`src/irt_pkg.sv`:
```
// Package: constants and carrier types for the four-destination interrupt router
package irt_pkg;

   // ************************************************************
   // Sizes
   // ************************************************************
   localparam int NUM_SRC  = 26;
   localparam int NUM_DST  = 4;
   localparam int NUM_EXT  = 2;
   localparam int TRIG_W   = 2;

   // ************************************************************
   // Source bit positions
   // ************************************************************
   localparam int SRC_PORT_AGG   = 0;
   localparam int SRC_EXT_ZERO   = 1;
   localparam int SRC_EXT_ONE    = 2;
   localparam int SRC_TIMER_ZERO = 3;
   localparam int SRC_TIMER_ONE  = 4;
   localparam int SRC_TIMER_TWO  = 5;
   localparam int SRC_SERIAL0    = 6;
   localparam int SRC_SERIAL1    = 7;
   localparam int SRC_TWO_WIRE0  = 8;
   localparam int SRC_TWO_WIRE1  = 9;
   localparam int SRC_SER_MASTER = 10;
   localparam int SRC_MAILBOX0   = 11;
   localparam int SRC_MAILBOX1   = 12;
   localparam int SRC_SERIAL_PIN = 13;
   localparam int SRC_PAR_PIN    = 14;
   localparam int SRC_MGMT0      = 15;
   localparam int SRC_MGMT1      = 16;
   localparam int SRC_FRAME_DMA  = 17;
   localparam int SRC_ANALYZER   = 18;
   localparam int SRC_TS_READY   = 19;
   localparam int SRC_TIME_SYNC  = 20;
   localparam int SRC_MEM_INTEG  = 21;
   localparam int SRC_EXTRACT    = 22;
   localparam int SRC_INJECT     = 23;
   localparam int SRC_PCIE       = 24;
   localparam int SRC_OAM        = 25;

   // Destination indices: two CPU lines, two off-chip
   localparam int DST_CPU_ZERO = 0;
   localparam int DST_CPU_ONE  = 1;
   localparam int DST_EXT_ZERO = 2;
   localparam int DST_EXT_ONE  = 3;

   // ************************************************************
   // Trigger encodings and reset values
   // ************************************************************
   typedef enum logic [1:0] {
      TRIG_LEVEL,
      TRIG_ANY_EDGE,
      TRIG_FALLING,
      TRIG_RISING
   } irt_trig_t;

   localparam logic RESET_BIT = 1'h0;

   // Peripheral sources grouped (bits 3..25), aggregate and ext fed inside
   typedef struct packed {
      logic oamEngineIrq;
      logic pcieIrq;
      logic injectionReadyIrq;
      logic extractionReadyIrq;
      logic memoryIntegrityIrq;
      logic timeSyncIrq;
      logic timestampReadyIrq;
      logic analyzerIrq;
      logic frameDmaIrq;
      logic mgmtCtrlOneIrq;
      logic mgmtCtrlZeroIrq;
      logic parallelPinIrq;
      logic serialPinIrq;
      logic mailboxSoftIrqOne;
      logic mailboxSoftIrqZero;
      logic serialMasterIrq;
      logic secondTwoWireIrq;
      logic twoWireIrq;
      logic secondSerialPortIrq;
      logic serialPortIrq;
      logic timerTwoIrq;
      logic timerOneIrq;
      logic timerZeroIrq;
   } irt_periph_t;

   // Output pin of an external destination: level plus enable
   typedef struct packed {
      logic level;
      logic enable;
   } irt_pin_t;

endpackage

```
`src/irt_router.sv`:
```
// Interrupt router: source logging, module aggregation, four destinations
//
// Contract
// - Route sources to exactly four destinations
// - Aggregate at 0, external inputs 1, 2
// - Timers zero to two at 3 to 5
// - Serial ports 6,7; two-wire 8,9
// - Serial master 10, mailbox 11 and 12
// - Serial pin 13, parallel 14, mgmt 15,16
// - DMA 17, analyzer 18, timestamp 19, sync 20
// - Integrity 21, extract 22, inject 23, 24, 25
// - Aggregate active when any module active enabled
// - Same bit position in every register
// - Raw view shows live source levels
// - Trigger select picks level or edge logging
// - Force injects event like a hardware source
// - Enable clear drops bits written one
// - Enable set raises bits written one
// - Active view shows enabled interrupting sources
// - Per-destination mask gates which sources propagate
// - Destination view: enabled, mapped, interrupting sources
// - Module inputs polarity corrected before raw
// - Module level has full control set; here force is tied off and enable is a plain mask
// - External inputs polarity corrected to active high
// - External outputs get polarity and drive mode
// - Level, any edge, falling, rising encodings
// - Write one clears; new event wins
// - Bypass uses raw, ignores log and trigger
// - Internal events all active high
`timescale 1ns/1ps

// ************************************************************
// Generic sticky logging stage, used for sources and modules
// ************************************************************
module irt_log_stage #(
   parameter int W = 26
) (
   // Clock and reset
   input  wire logic                clk_sys,
   input  wire logic                reset_n,
   // Live active-high levels
   input  wire logic [W-1:0]        rawIn,
   // Configuration
   input  wire logic [W-1:0][1:0]   trigSel,
   input  wire logic [W-1:0]        bypass,
   input  wire logic [W-1:0]        force_,
   input  wire logic [W-1:0]        logClear,
   input  wire logic [W-1:0]        enable,
   // Results
   output logic [W-1:0]             eventLog,
   output logic [W-1:0]             activeView
);
   logic [W-1:0] prev_reg;
   logic [W-1:0] log_reg;
   logic [W-1:0] log_next;
   logic [W-1:0] hit;

   // Per-bit trigger detection and sticky update
   for (genvar i = 0; i < W; i++) begin : g_bit
      logic rise;
      logic fall;
      assign rise = rawIn[i] & ~prev_reg[i];
      assign fall = ~rawIn[i] & prev_reg[i];
      assign hit[i] =
         (trigSel[i] == 2'(irt_pkg::TRIG_LEVEL))    ? rawIn[i] :
         (trigSel[i] == 2'(irt_pkg::TRIG_ANY_EDGE)) ? (rise | fall) :
         (trigSel[i] == 2'(irt_pkg::TRIG_FALLING))  ? fall : rise;
   end

   // Set beats clear so an event in the clear cycle stays logged
   assign log_next = (log_reg & ~logClear) | hit | force_;

   // Bypass shows the live level and ignores log and trigger
   assign eventLog   = log_reg;
   assign activeView = (bypass & rawIn | ~bypass & log_reg) & enable;

   // Log and edge history
   always_ff @(posedge clk_sys or negedge reset_n) begin
      if (!reset_n) begin
         log_reg  <= '0;
         prev_reg <= '0;
      end else begin
         log_reg  <= log_next;
         prev_reg <= rawIn;
      end
   end
endmodule

// ************************************************************
// Top: router
// ************************************************************
module irt_router #(
   parameter int NUM_MOD = 8
) (
   // Clock and reset
   input  wire logic                          clk_sys,
   input  wire logic                          reset_n,
   // Interrupt sources
   input  wire logic [NUM_MOD-1:0]            portModuleIrq,
   input  wire logic [irt_pkg::NUM_EXT-1:0]   extSourceIn,
   input  wire irt_pkg::irt_periph_t          periphIrq,
   // Source configuration
   input  wire logic [irt_pkg::NUM_SRC-1:0][1:0] sourceTriggerSelect,
   input  wire logic [irt_pkg::NUM_SRC-1:0]   sourceStickyBypass,
   input  wire logic [irt_pkg::NUM_SRC-1:0]   sourceEventForce,
   input  wire logic [irt_pkg::NUM_SRC-1:0]   sourceLogClear,
   input  wire logic [irt_pkg::NUM_SRC-1:0]   sourceEnableClear,
   input  wire logic [irt_pkg::NUM_SRC-1:0]   sourceEnableSet,
   input  wire logic [irt_pkg::NUM_DST-1:0][irt_pkg::NUM_SRC-1:0]
                                              destinationSourceMask,
   // Module configuration
   input  wire logic [NUM_MOD-1:0]            moduleInputPolarity,
   input  wire logic [NUM_MOD-1:0][1:0]       moduleTriggerSelect,
   input  wire logic [NUM_MOD-1:0]            moduleStickyBypass,
   input  wire logic [NUM_MOD-1:0]            moduleLogClear,
   input  wire logic [NUM_MOD-1:0]            moduleEnableMask,
   // External pin configuration
   input  wire logic [irt_pkg::NUM_EXT-1:0]   extInputPolarity,
   input  wire logic [irt_pkg::NUM_EXT-1:0]   extOutputPolarity,
   input  wire logic [irt_pkg::NUM_EXT-1:0]   extOutputDriveMode,
   // Status views
   output logic [irt_pkg::NUM_SRC-1:0]        sourceRawView,
   output logic [irt_pkg::NUM_SRC-1:0]        sourceEventLog,
   output logic [irt_pkg::NUM_SRC-1:0]        sourceEnableMask,
   output logic [irt_pkg::NUM_SRC-1:0]        sourceActiveView,
   output logic [irt_pkg::NUM_DST-1:0][irt_pkg::NUM_SRC-1:0]
                                              destinationActiveView,
   output logic [NUM_MOD-1:0]                 moduleRawView,
   output logic [NUM_MOD-1:0]                 moduleEventLog,
   output logic [NUM_MOD-1:0]                 moduleActiveView,
   // Destinations
   output logic [1:0]                         cpuIrq,
   output irt_pkg::irt_pin_t [irt_pkg::NUM_EXT-1:0] extDestPin
);
   localparam int NS = irt_pkg::NUM_SRC;
   localparam int ND = irt_pkg::NUM_DST;

   logic [NUM_MOD-1:0] modRaw;
   logic [NUM_MOD-1:0] modLog;
   logic [NUM_MOD-1:0] modActive;
   logic [NS-1:0]      srcRaw;
   logic [NS-1:0]      srcLog;
   logic [NS-1:0]      srcActive;
   logic [NS-1:0]      ena_reg;
   logic [NS-1:0]      ena_next;
   logic [irt_pkg::NUM_EXT-1:0] extIn;
   logic [ND-1:0][NS-1:0] dstView;
   logic [ND-1:0]      dstLine;
   logic [irt_pkg::NUM_EXT-1:0] extLevel;
   logic [irt_pkg::NUM_EXT-1:0] extEnable;

   // Polarity correction makes every internal level active high
   assign modRaw = portModuleIrq ^ moduleInputPolarity;
   assign extIn  = extSourceIn ^ extInputPolarity;

   // Module hierarchy with the source control set minus force; enable is a plain mask
   irt_log_stage #(.W(NUM_MOD)) u_mod (
      .clk_sys    (clk_sys),
      .reset_n    (reset_n),
      .rawIn      (modRaw),
      .trigSel    (moduleTriggerSelect),
      .bypass     (moduleStickyBypass),
      .force_     ('0),
      .logClear   (moduleLogClear),
      .enable     (moduleEnableMask),
      .eventLog   (modLog),
      .activeView (modActive)
   );

   // Source vector; one bit index throughout every view and mask
   assign srcRaw = {periphIrq,
                    extIn[1],
                    extIn[0],
                    |modActive};

   // Enable register with atomic clear and set; set listed last wins
   assign ena_next = (ena_reg & ~sourceEnableClear)
                     | sourceEnableSet;

   always_ff @(posedge clk_sys or negedge reset_n) begin
      if (!reset_n) begin
         ena_reg <= '0;
      end else begin
         ena_reg <= ena_next;
      end
   end

   // Source logging stage
   irt_log_stage #(.W(NS)) u_src (
      .clk_sys    (clk_sys),
      .reset_n    (reset_n),
      .rawIn      (srcRaw),
      .trigSel    (sourceTriggerSelect),
      .bypass     (sourceStickyBypass),
      .force_     (sourceEventForce),
      .logClear   (sourceLogClear),
      .enable     (ena_reg),
      .eventLog   (srcLog),
      .activeView (srcActive)
   );

   // Destination masking, one lane per destination
   for (genvar d = 0; d < ND; d++) begin : g_dst
      assign dstView[d] = srcActive & destinationSourceMask[d];
      assign dstLine[d] = |dstView[d];
   end

   // Off-chip lines: polarity after the router; drive mode 1 emulates
   // open collector, enable only while asserting
   for (genvar e = 0; e < irt_pkg::NUM_EXT; e++) begin : g_ext
      assign extLevel[e]  = dstLine[irt_pkg::DST_EXT_ZERO + e]
                            ^ extOutputPolarity[e];
      assign extEnable[e] = ~extOutputDriveMode[e]
                            | dstLine[irt_pkg::DST_EXT_ZERO + e];
   end

   // All outputs registered; costs one cycle of latency
   always_ff @(posedge clk_sys or negedge reset_n) begin
      if (!reset_n) begin
         sourceRawView         <= '0;
         sourceEventLog        <= '0;
         sourceEnableMask      <= '0;
         sourceActiveView      <= '0;
         destinationActiveView <= '0;
         moduleRawView         <= '0;
         moduleEventLog        <= '0;
         moduleActiveView      <= '0;
         cpuIrq                <= '0;
         extDestPin            <= '0;
      end else begin
         sourceRawView         <= srcRaw;
         sourceEventLog        <= srcLog;
         sourceEnableMask      <= ena_reg;
         sourceActiveView      <= srcActive;
         destinationActiveView <= dstView;
         moduleRawView         <= modRaw;
         moduleEventLog        <= modLog;
         moduleActiveView      <= modActive;
         cpuIrq                <= dstLine[irt_pkg::DST_CPU_ONE:
                                          irt_pkg::DST_CPU_ZERO];
         for (int e = 0; e < irt_pkg::NUM_EXT; e++) begin
            extDestPin[e] <= {extLevel[e], extEnable[e]};
         end
      end
   end
endmodule

```
`config.mk`:
```
export PLATFORM = sky130hd
export DESIGN_NAME = irt_router
export DESIGN_NICKNAME = d
export VERILOG_FILES = /design/src/irt_pkg.sv /design/src/irt_router.sv
export SDC_FILE = /design/constraint.sdc
export NUM_CORES = 1
export LEC_CHECK = 0
export CORE_AREA = 3 3 234 236
export DETAILED_ROUTE_END_ITERATION = 8
export DIE_AREA = 0 0 237 239
export DONT_BUFFER_PORTS = 1
export PLACE_DENSITY = 0.46
export SLEW_MARGIN = 20
export SYNTH_ARGS = -nofsm -noshare
export SYNTH_HDL_FRONTEND = slang
export SYNTH_SLANG_ARGS = --single-unit
```
`constraint.sdc`:
```
create_clock -name clk_sys -period 3.2 [get_ports clk_sys]
set_clock_uncertainty 0.1 [all_clocks]
set_input_delay 0.96 -clock clk_sys [delete_from_list [all_inputs] [get_ports clk_sys]]
set_output_delay 0.96 -clock clk_sys [all_outputs]
set_load 0.005 [all_outputs]
```
==> results of run 1 <==
==> worst min path at each step <==
stage	to	slack, ns	depth (start not counted)
floorplan	sourceEnableMask[1]	0.25	0
global placement	sourceEnableMask[1]	0.27	0
detailed placement	sourceEnableMask[1]	0.26	0
CTS	u_src.eventLog[22]	-0.02	0
global route	u_src.prev_reg[8]	0.01	0
finish	destinationActiveView[100]	0.06	0
==> cells in the final DEF (no fill, tap or decap), drive strengths merged, types with 24 or more instances in the layout <==
master,n
o21ai,34
nor2b,31
a21o,24
dfrtp,298
clkbuf,50
ha,68
inv,142
and2,70
nor2,40
mux2i,27
buf,60
nand2,54
==> power groups by stage <==
| stage | Clock, W | Sequential, W | Combinational, W |
|---|---|---|---|
| 3_5_place_dp | 0 | 0.00443 | 0.000769 |
| 2_1_floorplan | 0 | 0.00429 | 0.000446 |
| 5_1_grt | 0.00441 | 0.00438 | 0.000875 |
| 4_1_cts | 0.00425 | 0.00436 | 0.000774 |
| 6_report | 0.00409 | 0.00435 | 0.000769 |
| 3_3_place_gp | 0 | 0.00444 | 0.000745 |
==> per-layer routing <==
metal / up-vias / share of wire, % / track usage [%]
met1: 3726 / 39 / 17.4
met2: 346 / 50 / 23.9
li1: 3245 / - / -
met4: 6 / 3.0 / 5.19
met5: - / 0.095 / 0
met3: 73 / 8.0 / 5.35
==> logic make-up after synthesis <==
kind of cell | count (synthesis) | share of synthesized area (%)
compound gates | 124 | 7.16
xor+xnor | 12 | 0.892
fa+ha+maj | 68 | 7.22
buf+inv | 140 | 4.46
flops | 298 | 63.3
mux | 57 | 7.07
simple gates | 219 | 9.91
==> worst reg2reg max path, delay by kind of cell, from the launching register on <==
family          cells  cell delay, ns
flops               1            0.40
mux                 1            0.25
simple gates        3            0.73
compound gates      1            0.20
xor+xnor            1            0.20
buf+inv             5            0.81
==> final cells by class <==
| cell class | instances | area, µm² |
|---|---|---|
| diodes | 8 | 20.0 |
| clock buffers | 50 | 1040 |
| clock inverters | 11 | 125 |
| fillers | 5458 | 38300 |
| inverters | 140 | 526 |
| multi-input cells | 480 | 3810 |
| flip-flops and latches | 298 | 7460 |
| well taps | 688 | 861 |
| repair buffers | 60 | 488 |
==> cell usage after synthesis (all sizes together) (19+ instances only) <==
| cell type | count | area [µm²] |
|---|---|---|
| dfrtp | 298 | 7460 |
| inv | 140 | 526 |
| and2 | 70 | 438 |
| ha | 68 | 851 |
| nand2 | 54 | 203 |
| nor2 | 40 | 150 |
| o21ai | 34 | 170 |
| nor2b | 31 | 194 |
| mux2i | 27 | 270 |
| a21o | 24 | 180 |
| a211o | 20 | 175 |
| mux4 | 20 | 450 |
| a21oi | 19 | 95.1 |
==> through the flow <==
stage / hold WS, ns / setup TNS [ns] / instance area (µm²) / setup WS, ns
after floorplan: 0.254 / 0 / 11800 / 0.100
after global placement: 0.271 / -1.67 / 13100 / -0.354
after detailed placement: 0.262 / -1.73 / 13100 / -0.310
after CTS: -0.0193 / 0 / 14300 / 0.254
after global routing: 0.0115 / 0 / 14300 / 0.123
final: 0.0616 / 0 / 14300 / 0.290
==> metrics.json, run 1 <==
{
  "status": {
    "outcome": "finished clean"
  },
  "die": {
    "floorplan.io_pins": 613,
    "fp.dieW_um": 237,
    "die_area_um2": 56600,
    "std_cell_rows": 84,
    "floorplan.initialDensity_pct": 22.4,
    "fp.coreArea_um2": 52700,
    "fp.dieH_um": 239
  },
  "cells_and_area": {
    "largest_register_ffs": 104,
    "final_layout_size_suffix_gt1_share_pct": 15.1,
    "final_nets": 1459,
    "flow.area_growth_from_synthesis_pct": 21.6,
    "finished_core_util_pct": 27.2,
    "largest-register": "destinationActiveView",
    "non_filler_cells_in_the_finished_layout": 1735
  },
  "clocking": {
    "clock-sinks": 298,
    "htreeDepth": 2,
    "cts.root.buffer_cell": "sky130_fd_sc_hd__clkbuf_16",
    "tritoncts_clock_tree": "done",
    "cts_setup_buffers": 0,
    "cts.reportedPaths.clkPinSlew_ns": 0.05,
    "postCtsResizedCells": 0,
    "clk-insertion-delay-late_ns": 0.53,
    "numCtsBuffers": 36,
    "worst_case_clock_buffer_depth": 3
  },
  "timing": {
    "hold_viol_final": 0,
    "fmaxAchievable_mhz": 344,
    "report.final.setup_viol": 0,
    "timing.max_slew.rel_slack_pct": 15.9,
    "unrepaired_setup_endpoints_after_global_routing": "no",
    "transition_time_at_the_pin_with_the_least_slew_margin_ns": 1.26,
    "timing.final.crit_period_ns": 2.91,
    "timing.final.crit_share_pct": 91.0,
    "finalMaxSlewViolations": 0
  },
  "worst_setup_path": {
    "critical-path-slowest-cell": "sky130_fd_sc_hd__nor4_1",
    "critical_path.startpoint": "sourceStickyBypass[16]",
    "cp_cell_sequence": "mux2i_1 > buf_4 > buf_4 > nor2_1 > nor4_1 > buf_4 > nand4_1 > buf_4 > a211oi_1 > buf_4 > xnor2_1",
    "timing.rr.end": "extDestPin[3]",
    "reg2reg_slack_ns": 0.36,
    "worst_ep_arrival_time_ns": 3.20,
    "slowest_delay_ns": 0.61,
    "family_of_cells_with_the_greatest_summed_delay_on_the_critical_path": "buffers and inverters",
    "cp.required_ns": 3.48,
    "cp-end-kind": "flip-flop",
    "timing.critical_path.buf_inv": 5,
    "start_kind": "primary input",
    "end_point_of_the_critical_path": "extDestPin[3]",
    "worst-setup-path-type": "in -> reg",
    "cpMostUsedCell": "sky130_fd_sc_hd__buf_4",
    "critical_path_cell_count": 11,
    "reg2reg_from": "u_src.eventLog[16]",
    "crit_fanout": 2,
    "worst_r2r_path_depth": 11
  },
  "global_route": {
    "antenna_found_initial": 11,
    "overall_overflow_remaining_after_global_route": 0,
    "grt_pass1_wl_um": 59400,
    "grt_max_degree": 299,
    "grt_pass1_vias": 8061,
    "grtUsageTotal_pct": 14.5
  },
  "run": {
    "drv.max_cap_violation_count": 0
  },
  "power_and_ir_drop": {
    "ir_worst_vdd_v": 0.000350,
    "cell_internal_power_dissipation_w": 0.00690,
    "comb_power_share_pct": 8.3,
    "clock_power_share_pct": 44.4,
    "power.net_switching_w": 0.00231,
    "power.leakage_nw": 6.86,
    "finalPower_w": 0.00921,
    "seqPwrFrac_pct": 47.2,
    "power_density_nw_per_um2": 643,
    "swShare_pct": 25.1
  },
  "routing": {
    "drt_iter0_markers": 437,
    "ant_nets": 0,
    "dr_total_vias": 7396,
    "drt_wl_total_um": 43200,
    "route.detailed.wl_per_inst_um": 24.9,
    "post_drt_via_cell_ratio": 4.26,
    "detail_route.drc_violations": 0,
    "drt_pass1_iterations": 5
  },
  "placed_design": {
    "routabilityCongestion": 0.861,
    "port_buffers": 0,
    "dpl.hpwl_um": 34900,
    "placed_cells_incl_taps": 1664
  },
  "logic_synthesis": {
    "ys_seq_elements": 298,
    "post_synth.cell_area_avg_um2": 12.8,
    "async_reset_ff_share_pct": 100,
    "yosys_warnings": 0,
    "ys_seq_area_share_pct": 63.3,
    "synth_cells": 918,
    "synth_nets": 1361,
    "synth_enable_flop_cells": 0,
    "synth_top_flop_cell": "sky130_fd_sc_hd__dfrtp_1",
    "synthesis.area_um2": 11800,
    "netlist-cell-type-count": 33
  },
  "worst_hold_path": {
    "hp-class": "in -> async"
  }
}
Note: power is estimated with default switching activity, not from simulation.
==> inputs of run 2 (changes only) <==
--- a/config.mk
+++ b/config.mk
@@ -5,11 +5,12 @@
 export SDC_FILE = /design/constraint.sdc
 export NUM_CORES = 1
 export LEC_CHECK = 0
+export ABC_AREA = 1
 export CORE_AREA = 3 3 234 236
 export DETAILED_ROUTE_END_ITERATION = 8
 export DIE_AREA = 0 0 237 239
 export DONT_BUFFER_PORTS = 1
-export PLACE_DENSITY = 0.46
+export PLACE_DENSITY = 0.48
 export SLEW_MARGIN = 20
 export SYNTH_ARGS = -nofsm -noshare
 export SYNTH_HDL_FRONTEND = slang
==> run 2 against run 1 <==
Against the previous run: highest routed layer unchanged; worst hold slack better by 0.0095 ns; cell area is 2.4% higher; largest cell class unchanged; clock power is 3% higher; combinational power is 7.7% lower; critical path type unchanged.
==> metrics.json, run 2 <==
{
  "logic_synthesis": {
    "synth.top_cells.by_area": "sky130_fd_sc_hd__dfrtp_1, sky130_fd_sc_hd__inv_1, sky130_fd_sc_hd__ha_1",
    "synth.most_common_cell": "sky130_fd_sc_hd__inv_1",
    "synth_area_leader_cell": "sky130_fd_sc_hd__dfrtp_1",
    "synth_commonest_cells": "sky130_fd_sc_hd__inv_1, sky130_fd_sc_hd__dfrtp_1, sky130_fd_sc_hd__nand2_1",
    "synth_cells": {"value": 1324, "change": "+44%"},
    "synth_top_flop_cell": "sky130_fd_sc_hd__dfrtp_1",
    "synth_enable_flop_cells": {"value": 0, "change": "unchanged"},
    "netlist-cell-type-count": {"value": 21, "change": "-36%"},
    "ys_seq_elements": {"value": 298, "change": "unchanged"},
    "synthesis.area": {"value": 12500, "unit": "µm²", "change": "+6.0%"},
    "synth_nets": {"value": 1767, "change": "+30%"},
    "async_reset_ff_share": {"value": 100, "unit": "%", "change": "unchanged"},
    "ys_seq_area_share": {"value": 59.7, "unit": "%", "change": "-3.6 points"},
    "post_synth.cell_area_avg": {"value": 9.43, "unit": "µm²", "change": "-27%"},
    "yosys_warnings": {"value": 0, "change": "unchanged"},
    "synth_top_area_share": {"value": 59.7, "unit": "%", "change": "-3.6 points"}
  },
  "worst_setup_path": {
    "cp_cell_sequence": "inv_1 > nand2_1 > nand3_1 > nand2_1 > nand2_1 > nor2_1 > nand3_1 > nand3_1 > nand2_1 > nand2_1 > nand2_1",
    "crit_fanout": {"value": 4, "change": "+2"},
    "timing.rr.end": "extDestPin[3]",
    "critical_path_cell_count": {"value": 11, "change": "unchanged"},
    "worst-setup-path-type": "in -> reg",
    "cp.required": {"value": 3.51, "unit": "ns", "change": "+0.03 ns"},
    "slowest_delay": {"value": 0.34, "unit": "ns", "change": "-0.27 ns"},
    "critical-path-slowest-cell": "sky130_fd_sc_hd__nand3_1",
    "cpMostUsedCell": "sky130_fd_sc_hd__nand2_1",
    "worst_r2r_path_depth": {"value": 9, "change": "-2"},
    "reg2reg_slack": {"value": 1.08, "unit": "ns", "change": "+0.72 ns"},
    "family_of_cells_with_the_greatest_summed_delay_on_the_critical_path": "simple AND/OR/NAND/NOR gates",
    "worst_ep_arrival_time": {"value": 2.47, "unit": "ns", "change": "-0.73 ns"},
    "cp-end-kind": "flip-flop",
    "reg2reg_from": "u_mod.eventLog[4]",
    "timing.critical_path.buf_inv": {"value": 1, "change": "-4"},
    "start_kind": "primary input"
  },
  "power_and_ir_drop": {
    "finalPower": {"value": 0.00923, "unit": "W", "change": "+0.20%"},
    "comb_power_share": {"value": 7.7, "unit": "%", "change": "-0.6 points"},
    "ir_worst_vdd": {"value": 0.000314, "unit": "V", "change": "-10%"},
    "seqPwrFrac": {"value": 46.5, "unit": "%", "change": "-0.7 points"},
    "swShare": {"value": 25.8, "unit": "%", "change": "+0.68 points"},
    "power.leakage": {"value": 8.06, "unit": "nW", "change": "+18%"},
    "power_density": {"value": 630, "unit": "nW/µm²", "change": "-2.1%"},
    "clock_power_share": {"value": 45.8, "unit": "%", "change": "+1.4 points"},
    "cell_internal_power_dissipation": {"value": 0.00685, "unit": "W", "change": "-0.71%"},
    "power.net_switching": {"value": 0.00238, "unit": "W", "change": "+2.9%"}
  },
  "placed_design": {
    "routabilityCongestion": {"value": 0.877, "change": "+1.8%"},
    "port_buffers": {"value": 0, "change": "unchanged"},
    "post_dp_cell_area": {"value": 13400, "unit": "µm²", "change": "+2.1%"},
    "dpl.hpwl": {"value": 34300, "unit": "µm", "change": "-1.6%"}
  },
  "cells_and_area": {
    "multi_input_area": {"value": 3710, "unit": "µm²", "change": "-2.5%"},
    "largest-register": "destinationActiveView",
    "final-seq-area": {"value": 7460, "unit": "µm²", "change": "unchanged"},
    "design_area": {"value": 14700, "unit": "µm²", "change": "+2.4%"},
    "largest_register_ffs": {"value": 104, "change": "unchanged"},
    "flow.area_growth_from_synthesis_pct": 17.5,
    "final_nets": {"value": 1811, "change": "+24%"},
    "leading_cell_types_in_the_layout_fill_and_taps_excluded": "sky130_fd_sc_hd__inv_1, sky130_fd_sc_hd__dfrtp_1, sky130_fd_sc_hd__nand2_1",
    "final_layout_size_suffix_gt1_share": {"value": 5.31, "unit": "%", "change": "-9.8 points"},
    "num-fill-cells": {"value": 5569, "change": "+2.0%"},
    "final_common_cell": "sky130_fd_sc_hd__inv_1"
  },
  "routing": {
    "drt_pass1_iterations": {"value": 5, "change": "unchanged"},
    "drt_wl_total": {"value": 42400, "unit": "µm", "change": "-1.8%"},
    "detail_route.drc_violations": {"value": 0, "change": "unchanged"},
    "ant_nets": {"value": 0, "change": "unchanged"},
    "post_drt_via_cell_ratio": {"value": 4.27, "change": "about the same"},
    "route.detailed.wl_per_inst": {"value": 20.3, "unit": "µm", "change": "-18%"},
    "drt_iter0_markers": {"value": 373, "change": "-15%"},
    "dr_total_vias": {"value": 8884, "change": "+20%"}
  },
  "clocking": {
    "clock-sinks": {"value": 298, "change": "unchanged"},
    "cts.reportedPaths.clkPinSlew": {"value": 0.06, "unit": "ns", "change": "about the same"},
    "numCtsBuffers": {"value": 36, "change": "unchanged"},
    "tritoncts_clock_tree": "done",
    "postCtsResizedCells": {"value": 0, "change": "unchanged"},
    "cts.root.buffer_cell": "sky130_fd_sc_hd__clkbuf_16",
    "worst_case_clock_buffer_depth": {"value": 3, "change": "unchanged"},
    "clk-insertion-delay-late": {"value": 0.54, "unit": "ns", "change": "about the same"},
    "htreeDepth": {"value": 2, "change": "unchanged"},
    "cts_setup_buffers": {"value": 0, "change": "unchanged"}
  },
  "timing": {
    "transition_time_at_the_pin_with_the_least_slew_margin": {"value": 1.03, "unit": "ns", "change": "-0.230 ns"},
    "setup-tns-final": {"value": 0, "unit": "ns", "change": "unchanged"},
    "timing.final.crit_share": {"value": 67.3, "unit": "%", "change": "-24 points"},
    "hold_viol_final": {"value": 0, "change": "unchanged"},
    "fmaxAchievable": {"value": 465, "unit": "MHz", "change": "+35%"},
    "timing.final.crit_period": {"value": 2.15, "unit": "ns", "change": "-0.758 ns"},
    "finalMaxSlewViolations": {"value": 0, "change": "unchanged"},
    "timing.max_slew.rel_slack": {"value": 31.2, "unit": "%", "change": "+15 points"},
    "unrepaired_setup_endpoints_after_global_routing": "no",
    "report.final.setup_viol": {"value": 0, "change": "unchanged"}
  },
  "die": {
    "floorplan.initialDensity": {"value": 23.7, "unit": "%", "change": "+1.3 points"},
    "floorplan.io_pins": {"value": 613, "change": "unchanged"},
    "fp.dieW": {"value": 237, "unit": "µm", "change": "unchanged"},
    "std_cell_rows": {"value": 84, "change": "unchanged"},
    "fp.dieH": {"value": 239, "unit": "µm", "change": "unchanged"},
    "die_area": {"value": 56600, "unit": "µm²", "change": "unchanged"},
    "fp.coreArea": {"value": 52700, "unit": "µm²", "change": "unchanged"}
  },
  "global_route": {
    "grt_pass1_vias": {"value": 9089, "change": "+13%"},
    "grt_max_degree": {"value": 299, "change": "unchanged"},
    "grt_util_met3": {"value": 5.08, "unit": "%", "change": "-0.28 points"},
    "busiest_layer": "met2",
    "grt_pass1_wl": {"value": 59300, "unit": "µm", "change": "-0.20%"},
    "antenna_found_initial": {"value": 1, "change": "-10"},
    "globalRouteMet2Util": {"value": 24.4, "unit": "%", "change": "+0.47 points"},
    "overall_overflow_remaining_after_global_route": {"value": 0, "change": "unchanged"},
    "grtUsageMet1": {"value": 16.2, "unit": "%", "change": "-1.2 points"},
    "grtUsageTotal": {"value": 14.1, "unit": "%", "change": "-0.43 points"}
  },
  "status": {
    "outcome": "finished clean"
  },
  "run": {
    "drv.max_cap_violation_count": {"value": 0, "change": "unchanged"}
  },
  "worst_hold_path": {
    "hp-class": "in -> async"
  }
}
-- run 2: cell types whose count changed in the layout (fill, tap and decap cells not counted), sizes merged, moves of 32 or more --
cell	before	now
inv	142	352
nand2	54	204
nand3	0	89
nor2	40	124
and2	70	0
buf	60	5
o21ai	34	66
-- run 2: area by class of cell --
class	count	area share [%]
Tap cell	688	5.87
Sequential cell	298	50.8
Timing Repair Buffer	6	0.546
Clock buffer	47	6.83
Clock inverter	17	1.60
Inverter	351	8.98
Multi-Input combinational cell	675	25.3
Antenna cell	1	0.0171
-- run 2: worst max path at each step --
stage                                 startpoint                   endpoint  slack [ns]
after floorplan            moduleStickyBypass[6]          u_src.eventLog[0]        1.06
after CTS                      u_mod.eventLog[4]              extDestPin[3]         1.0
after global placement    moduleInputPolarity[4]              extDestPin[3]        0.43
final                     moduleInputPolarity[4]              extDestPin[3]        1.05
after global routing      moduleInputPolarity[4]              extDestPin[3]        0.90
after detailed placement  moduleInputPolarity[4]  destinationActiveView[26]        0.40
-- run 2: cells by family (layout without fill, tap and decap cells) --
| logic type | count (synthesis) | after routing | synth area share (%) |
|---|---|---|---|
| AOI/OAI and AO/OA | 173 | 173 | 8.26 |
| xor gates and xnor gates | 1 | 1 | 0.130 |
| adders and majority gates | 68 | 68 | 6.82 |
| buffers and inverters | 351 | 421 | 10.6 |
| DFF | 298 | 298 | 59.7 |
| other | 0 | 1 | 0 |
| and+or+nand+nor | 433 | 433 | 14.5 |
-- run 2: stage by stage --
| stage | worst slack (ns) | instances | utilization, % | hold WS [ns] |
|---|---|---|---|---|
| floorplan | 1.06 | 1324 | - | 0.254 |
| global placement | 0.426 | 2015 | 25.4 | 0.258 |
| detailed placement | 0.403 | 2015 | 25.4 | 0.260 |
| CTS | 0.996 | 2079 | 27.7 | -0.0251 |
| global route | 0.904 | 2082 | 27.8 | 0.00811 |
| finish | 1.05 | 2083 | 27.9 | 0.0712 |
-- run 2: power groups by stage --
stage | clock network [W] | registers, W | logic [W]
finish | 0.00423 | 0.00429 | 0.000710
global route | 0.00450 | 0.00432 | 0.000835
CTS | 0.00436 | 0.00430 | 0.000696
detailed placement | 0 | 0.00437 | 0.000693
global placement | 0 | 0.00437 | 0.000667
floorplan | 0 | 0.00425 | 0.000477
-- run 2: per-layer routing --
metal	wire length (µm)	share of wire [%]
met3	3700	8.7
met5	13	0.031
met4	1110	2.6
met1	16200	38
met2	21400	50
==> inputs of run 3 (changes only) <==
==> constraint.sdc (replaced) <==
create_clock -name clk_sys -period 2.1 [get_ports clk_sys]
set_clock_uncertainty 0.1 [all_clocks]
set_input_delay 0.63 -clock clk_sys [delete_from_list [all_inputs] [get_ports clk_sys]]
set_output_delay 0.63 -clock clk_sys [all_outputs]
set_load 0.005 [all_outputs]
==> run 3 against run 2 <==
Against the previous run: the flow now finishes with violations (hold timing); sequential power up 52%; combinational power increased by 56%; worst hold slack got worse by 0.37 ns; global-route usage is 0.26 points higher; first-iteration DRC count fell by 14%; routed wire length hardly changed; critical path type is now reg -> reg; critical endpoint is now extDestPin[1]; largest cell class unchanged; largest power group unchanged; highest routed layer unchanged.
==> metrics.json, run 3 (synthesis gave the netlist of run 2 again) <==
{
  "status": {
    "outcome": "complete, but fails checks",
    "violated_checks": "hold timing"
  },
  "global_route": {
    "grt_pass1_wl": {"value": 60600, "unit": "µm", "change": "+2.2%"},
    "grt_pass1_vias": {"value": 9357, "change": "+2.9%"},
    "overall_overflow_remaining_after_global_route": {"value": 0, "change": "unchanged"},
    "antenna_found_initial": {"value": 2, "change": "+1"},
    "grtUsageTotal": {"value": 14.3, "unit": "%", "change": "+0.26 points"},
    "grt_max_degree": {"value": 299, "change": "unchanged"}
  },
  "clocking": {
    "tritoncts_clock_tree": "done",
    "worst_case_clock_buffer_depth": {"value": 3, "change": "unchanged"},
    "clock-sinks": {"value": 298, "change": "unchanged"},
    "cts.root.buffer_cell": "sky130_fd_sc_hd__clkbuf_16",
    "numCtsBuffers": {"value": 36, "change": "unchanged"},
    "htreeDepth": {"value": 2, "change": "unchanged"},
    "cts.reportedPaths.clkPinSlew": {"value": 0.07, "unit": "ns", "change": "about the same"},
    "cts_setup_buffers": {"value": 0, "change": "unchanged"},
    "clk-insertion-delay-late": {"value": 0.53, "unit": "ns", "change": "about the same"},
    "count_of_hold_buffers_inserted_by_post_cts_repair": 23
  },
  "worst_setup_path": {
    "crit_fanout": {"value": 3, "change": "-1"},
    "critical-path-slowest-cell": "sky130_fd_sc_hd__dfrtp_1",
    "critical_path.startpoint": "u_src.eventLog[25]",
    "cpMostUsedCell": "sky130_fd_sc_hd__nand2_1",
    "worst_r2r_path_depth": {"value": 12, "change": "+3"},
    "worst_ep_arrival_time": {"value": 2.21, "unit": "ns", "change": "-0.26 ns"},
    "timing.critical_path.buf_inv": {"value": 1, "change": "unchanged"},
    "cp_cell_sequence": "nand2_1 > nand2_1 > nand3_1 > nand2_1 > inv_1 > nand2_1 > nor2_1 > nand2_1 > nor2_2 > nand2_1 > nand2_1 > nand2_1",
    "slowest_delay": {"value": 0.44, "unit": "ns", "change": "+0.10 ns"},
    "worst-setup-path-type": "reg -> reg",
    "family_of_cells_with_the_greatest_summed_delay_on_the_critical_path": "simple AND/OR/NAND/NOR gates",
    "cp-end-kind": "flip-flop",
    "cp.required": {"value": 2.41, "unit": "ns", "change": "-1.10 ns"},
    "start_kind": "flip-flop",
    "reg2reg_from": "u_src.eventLog[25]",
    "critical_path_cell_count": {"value": 12, "change": "+1"}
  },
  "power_and_ir_drop": {
    "ir_worst_vdd": {"value": 0.000517, "unit": "V", "change": "+65%"},
    "cell_internal_power_dissipation": {"value": 0.0102, "unit": "W", "change": "+49%"},
    "clock_power_share": {"value": 44.6, "unit": "%", "change": "-1.2 points"},
    "swShare": {"value": 26.0, "unit": "%", "change": "+0.25 points"},
    "comb_power_share": {"value": 8.1, "unit": "%", "change": "+0.4 points"},
    "seqPwrFrac": {"value": 47.4, "unit": "%", "change": "+0.9 points"},
    "power.net_switching": {"value": 0.00359, "unit": "W", "change": "+51%"},
    "power_density": {"value": 925, "unit": "nW/µm²", "change": "+47%"},
    "power.leakage": {"value": 8.18, "unit": "nW", "change": "+1.5%"}
  },
  "timing": {
    "unrepaired_setup_endpoints_after_global_routing": "no",
    "setup_ws": {"value": 0.203, "unit": "ns", "change": "-0.845 ns"},
    "hold-worst-slack": {"value": -0.301, "unit": "ns", "change": "-0.372 ns"},
    "report.final.setup_viol": {"value": 0, "change": "unchanged"},
    "timing.final.crit_period_ns": 1.90,
    "timing.final.crit_share_pct": 90.4,
    "timing.max_slew.rel_slack": {"value": 47.8, "unit": "%", "change": "+17 points"},
    "fmaxAchievable_mhz": 527,
    "finalMaxSlewViolations": {"value": 0, "change": "unchanged"},
    "transition_time_at_the_pin_with_the_least_slew_margin": {"value": 0.782, "unit": "ns", "change": "-0.249 ns"},
    "hold_viol_final": {"value": 298, "change": "+298"}
  },
  "cells_and_area": {
    "final_common_cell": "sky130_fd_sc_hd__inv_1",
    "final_layout_size_suffix_gt1_share": {"value": 6.71, "unit": "%", "change": "+1.4 points"},
    "non_filler_cells_in_the_finished_layout": {"value": 2119, "change": "+1.7%"},
    "largest_register_ffs": {"value": 104, "change": "unchanged"},
    "flow.area_growth_from_synthesis_pct": 19.5,
    "leading_cell_types_in_the_layout_fill_and_taps_excluded": "sky130_fd_sc_hd__inv_1, sky130_fd_sc_hd__dfrtp_1, sky130_fd_sc_hd__nand2_1",
    "largest-register": "destinationActiveView",
    "final_nets": {"value": 1846, "change": "+1.9%"}
  },
  "routing": {
    "drt_pass1_iterations": {"value": 4, "change": "-1"},
    "dr_total_vias": {"value": 8900, "change": "+0.18%"},
    "ant_nets": {"value": 0, "change": "unchanged"},
    "post_drt_via_cell_ratio": {"value": 4.20, "change": "-1.5%"},
    "drt_wl_total": {"value": 42400, "unit": "µm", "change": "about the same"},
    "drt_iter0_markers": {"value": 322, "change": "-14%"},
    "detail_route.drc_violations": {"value": 0, "change": "unchanged"},
    "route.detailed.wl_per_inst": {"value": 20.0, "unit": "µm", "change": "-1.6%"}
  },
  "die": {
    "die_area": {"value": 56600, "unit": "µm²", "change": "unchanged"},
    "fp.coreArea": {"value": 52700, "unit": "µm²", "change": "unchanged"},
    "floorplan.initialDensity": {"value": 23.7, "unit": "%", "change": "unchanged"},
    "floorplan.io_pins": {"value": 613, "change": "unchanged"},
    "fp.dieH": {"value": 239, "unit": "µm", "change": "unchanged"},
    "std_cell_rows": {"value": 84, "change": "unchanged"},
    "fp.dieW": {"value": 237, "unit": "µm", "change": "unchanged"}
  },
  "run": {
    "drv.max_cap_violation_count": {"value": 0, "change": "unchanged"}
  },
  "placed_design": {
    "preCtsSetupSlack": {"value": -0.468, "unit": "ns", "change": "-0.870 ns"},
    "routabilityCongestion": {"value": 0.901, "change": "+2.7%"},
    "placed_cells_incl_taps": {"value": 2030, "change": "+0.74%"},
    "dpl.hpwl": {"value": 34300, "unit": "µm", "change": "+0.11%"},
    "port_buffers": {"value": 0, "change": "unchanged"}
  },
  "worst_hold_path": {
    "hp-class": "in -> async"
  }
}
[run 3: power groups by stage]
stage                     Sequential [W]  Clock [W]  Combinational, W
after floorplan                  0.00648          0          0.000726
after global placement           0.00666          0           0.00105
after detailed placement         0.00665          0           0.00108
after CTS                        0.00656    0.00639           0.00113
after global routing             0.00658    0.00661           0.00130
final                            0.00654    0.00616           0.00111
[run 3: stage by stage]
stage          area [µm²]  util [%]  total power, W  setup TNS [ns]
6_report            14900      28.3          0.0138               0
5_1_grt             14900      28.3          0.0145               0
4_1_cts             14900      28.3          0.0141               0
3_5_place_dp        13500      25.6         0.00774           -2.96
3_3_place_gp        13500      25.6         0.00771           -2.54
2_1_floorplan       12500         -         0.00721               0
[run 3: path summary, 6_finish.rpt]
| kind | slack (ns) | end |
|---|---|---|
| worst max-delay path | 0.20 | extDestPin[1] |
| worst min-delay path | -0.30 | destinationActiveView[78] |
| worst max register to register | 0.20 | extDestPin[1] |
| worst min register to register | 0.27 | sourceEventLog[13] |
| max in group asynchronous | 1.54 | u_mod.eventLog[5] |
| min in group clk_sys | 0.08 | extDestPin[2] |
[run 3: per-layer routing]
layer | GRT usage (%) | vias to the layer above | wire (µm)
met5 | 0 | - | 7
met4 | 5.15 | 2 | 1170
met3 | 5.42 | 62 | 4190
met2 | 24.3 | 407 | 21100
met1 | 16.6 | 4221 | 16000
li1 | - | 4208 | -
[run 3: layout make-up]
class                           count  area [µm²]
Clock inverter                     17         160
Tap cell                          688         861
Multi-Input combinational cell    675        3760
Antenna cell                        1        2.50
Fill cell                        5526       37700
Sequential cell                   298        7460
Timing Repair Buffer               41         365
Clock buffer                       48         997
Inverter                          351        1320
[run 3: timing repair]
action / 4_1_cts / 5_1_grt
resized for setup: 4 / 10
endpoints found under the hold margin: 321 / 298
pin swaps: 0 / 0
endpoints found under the setup margin: 6 / 7
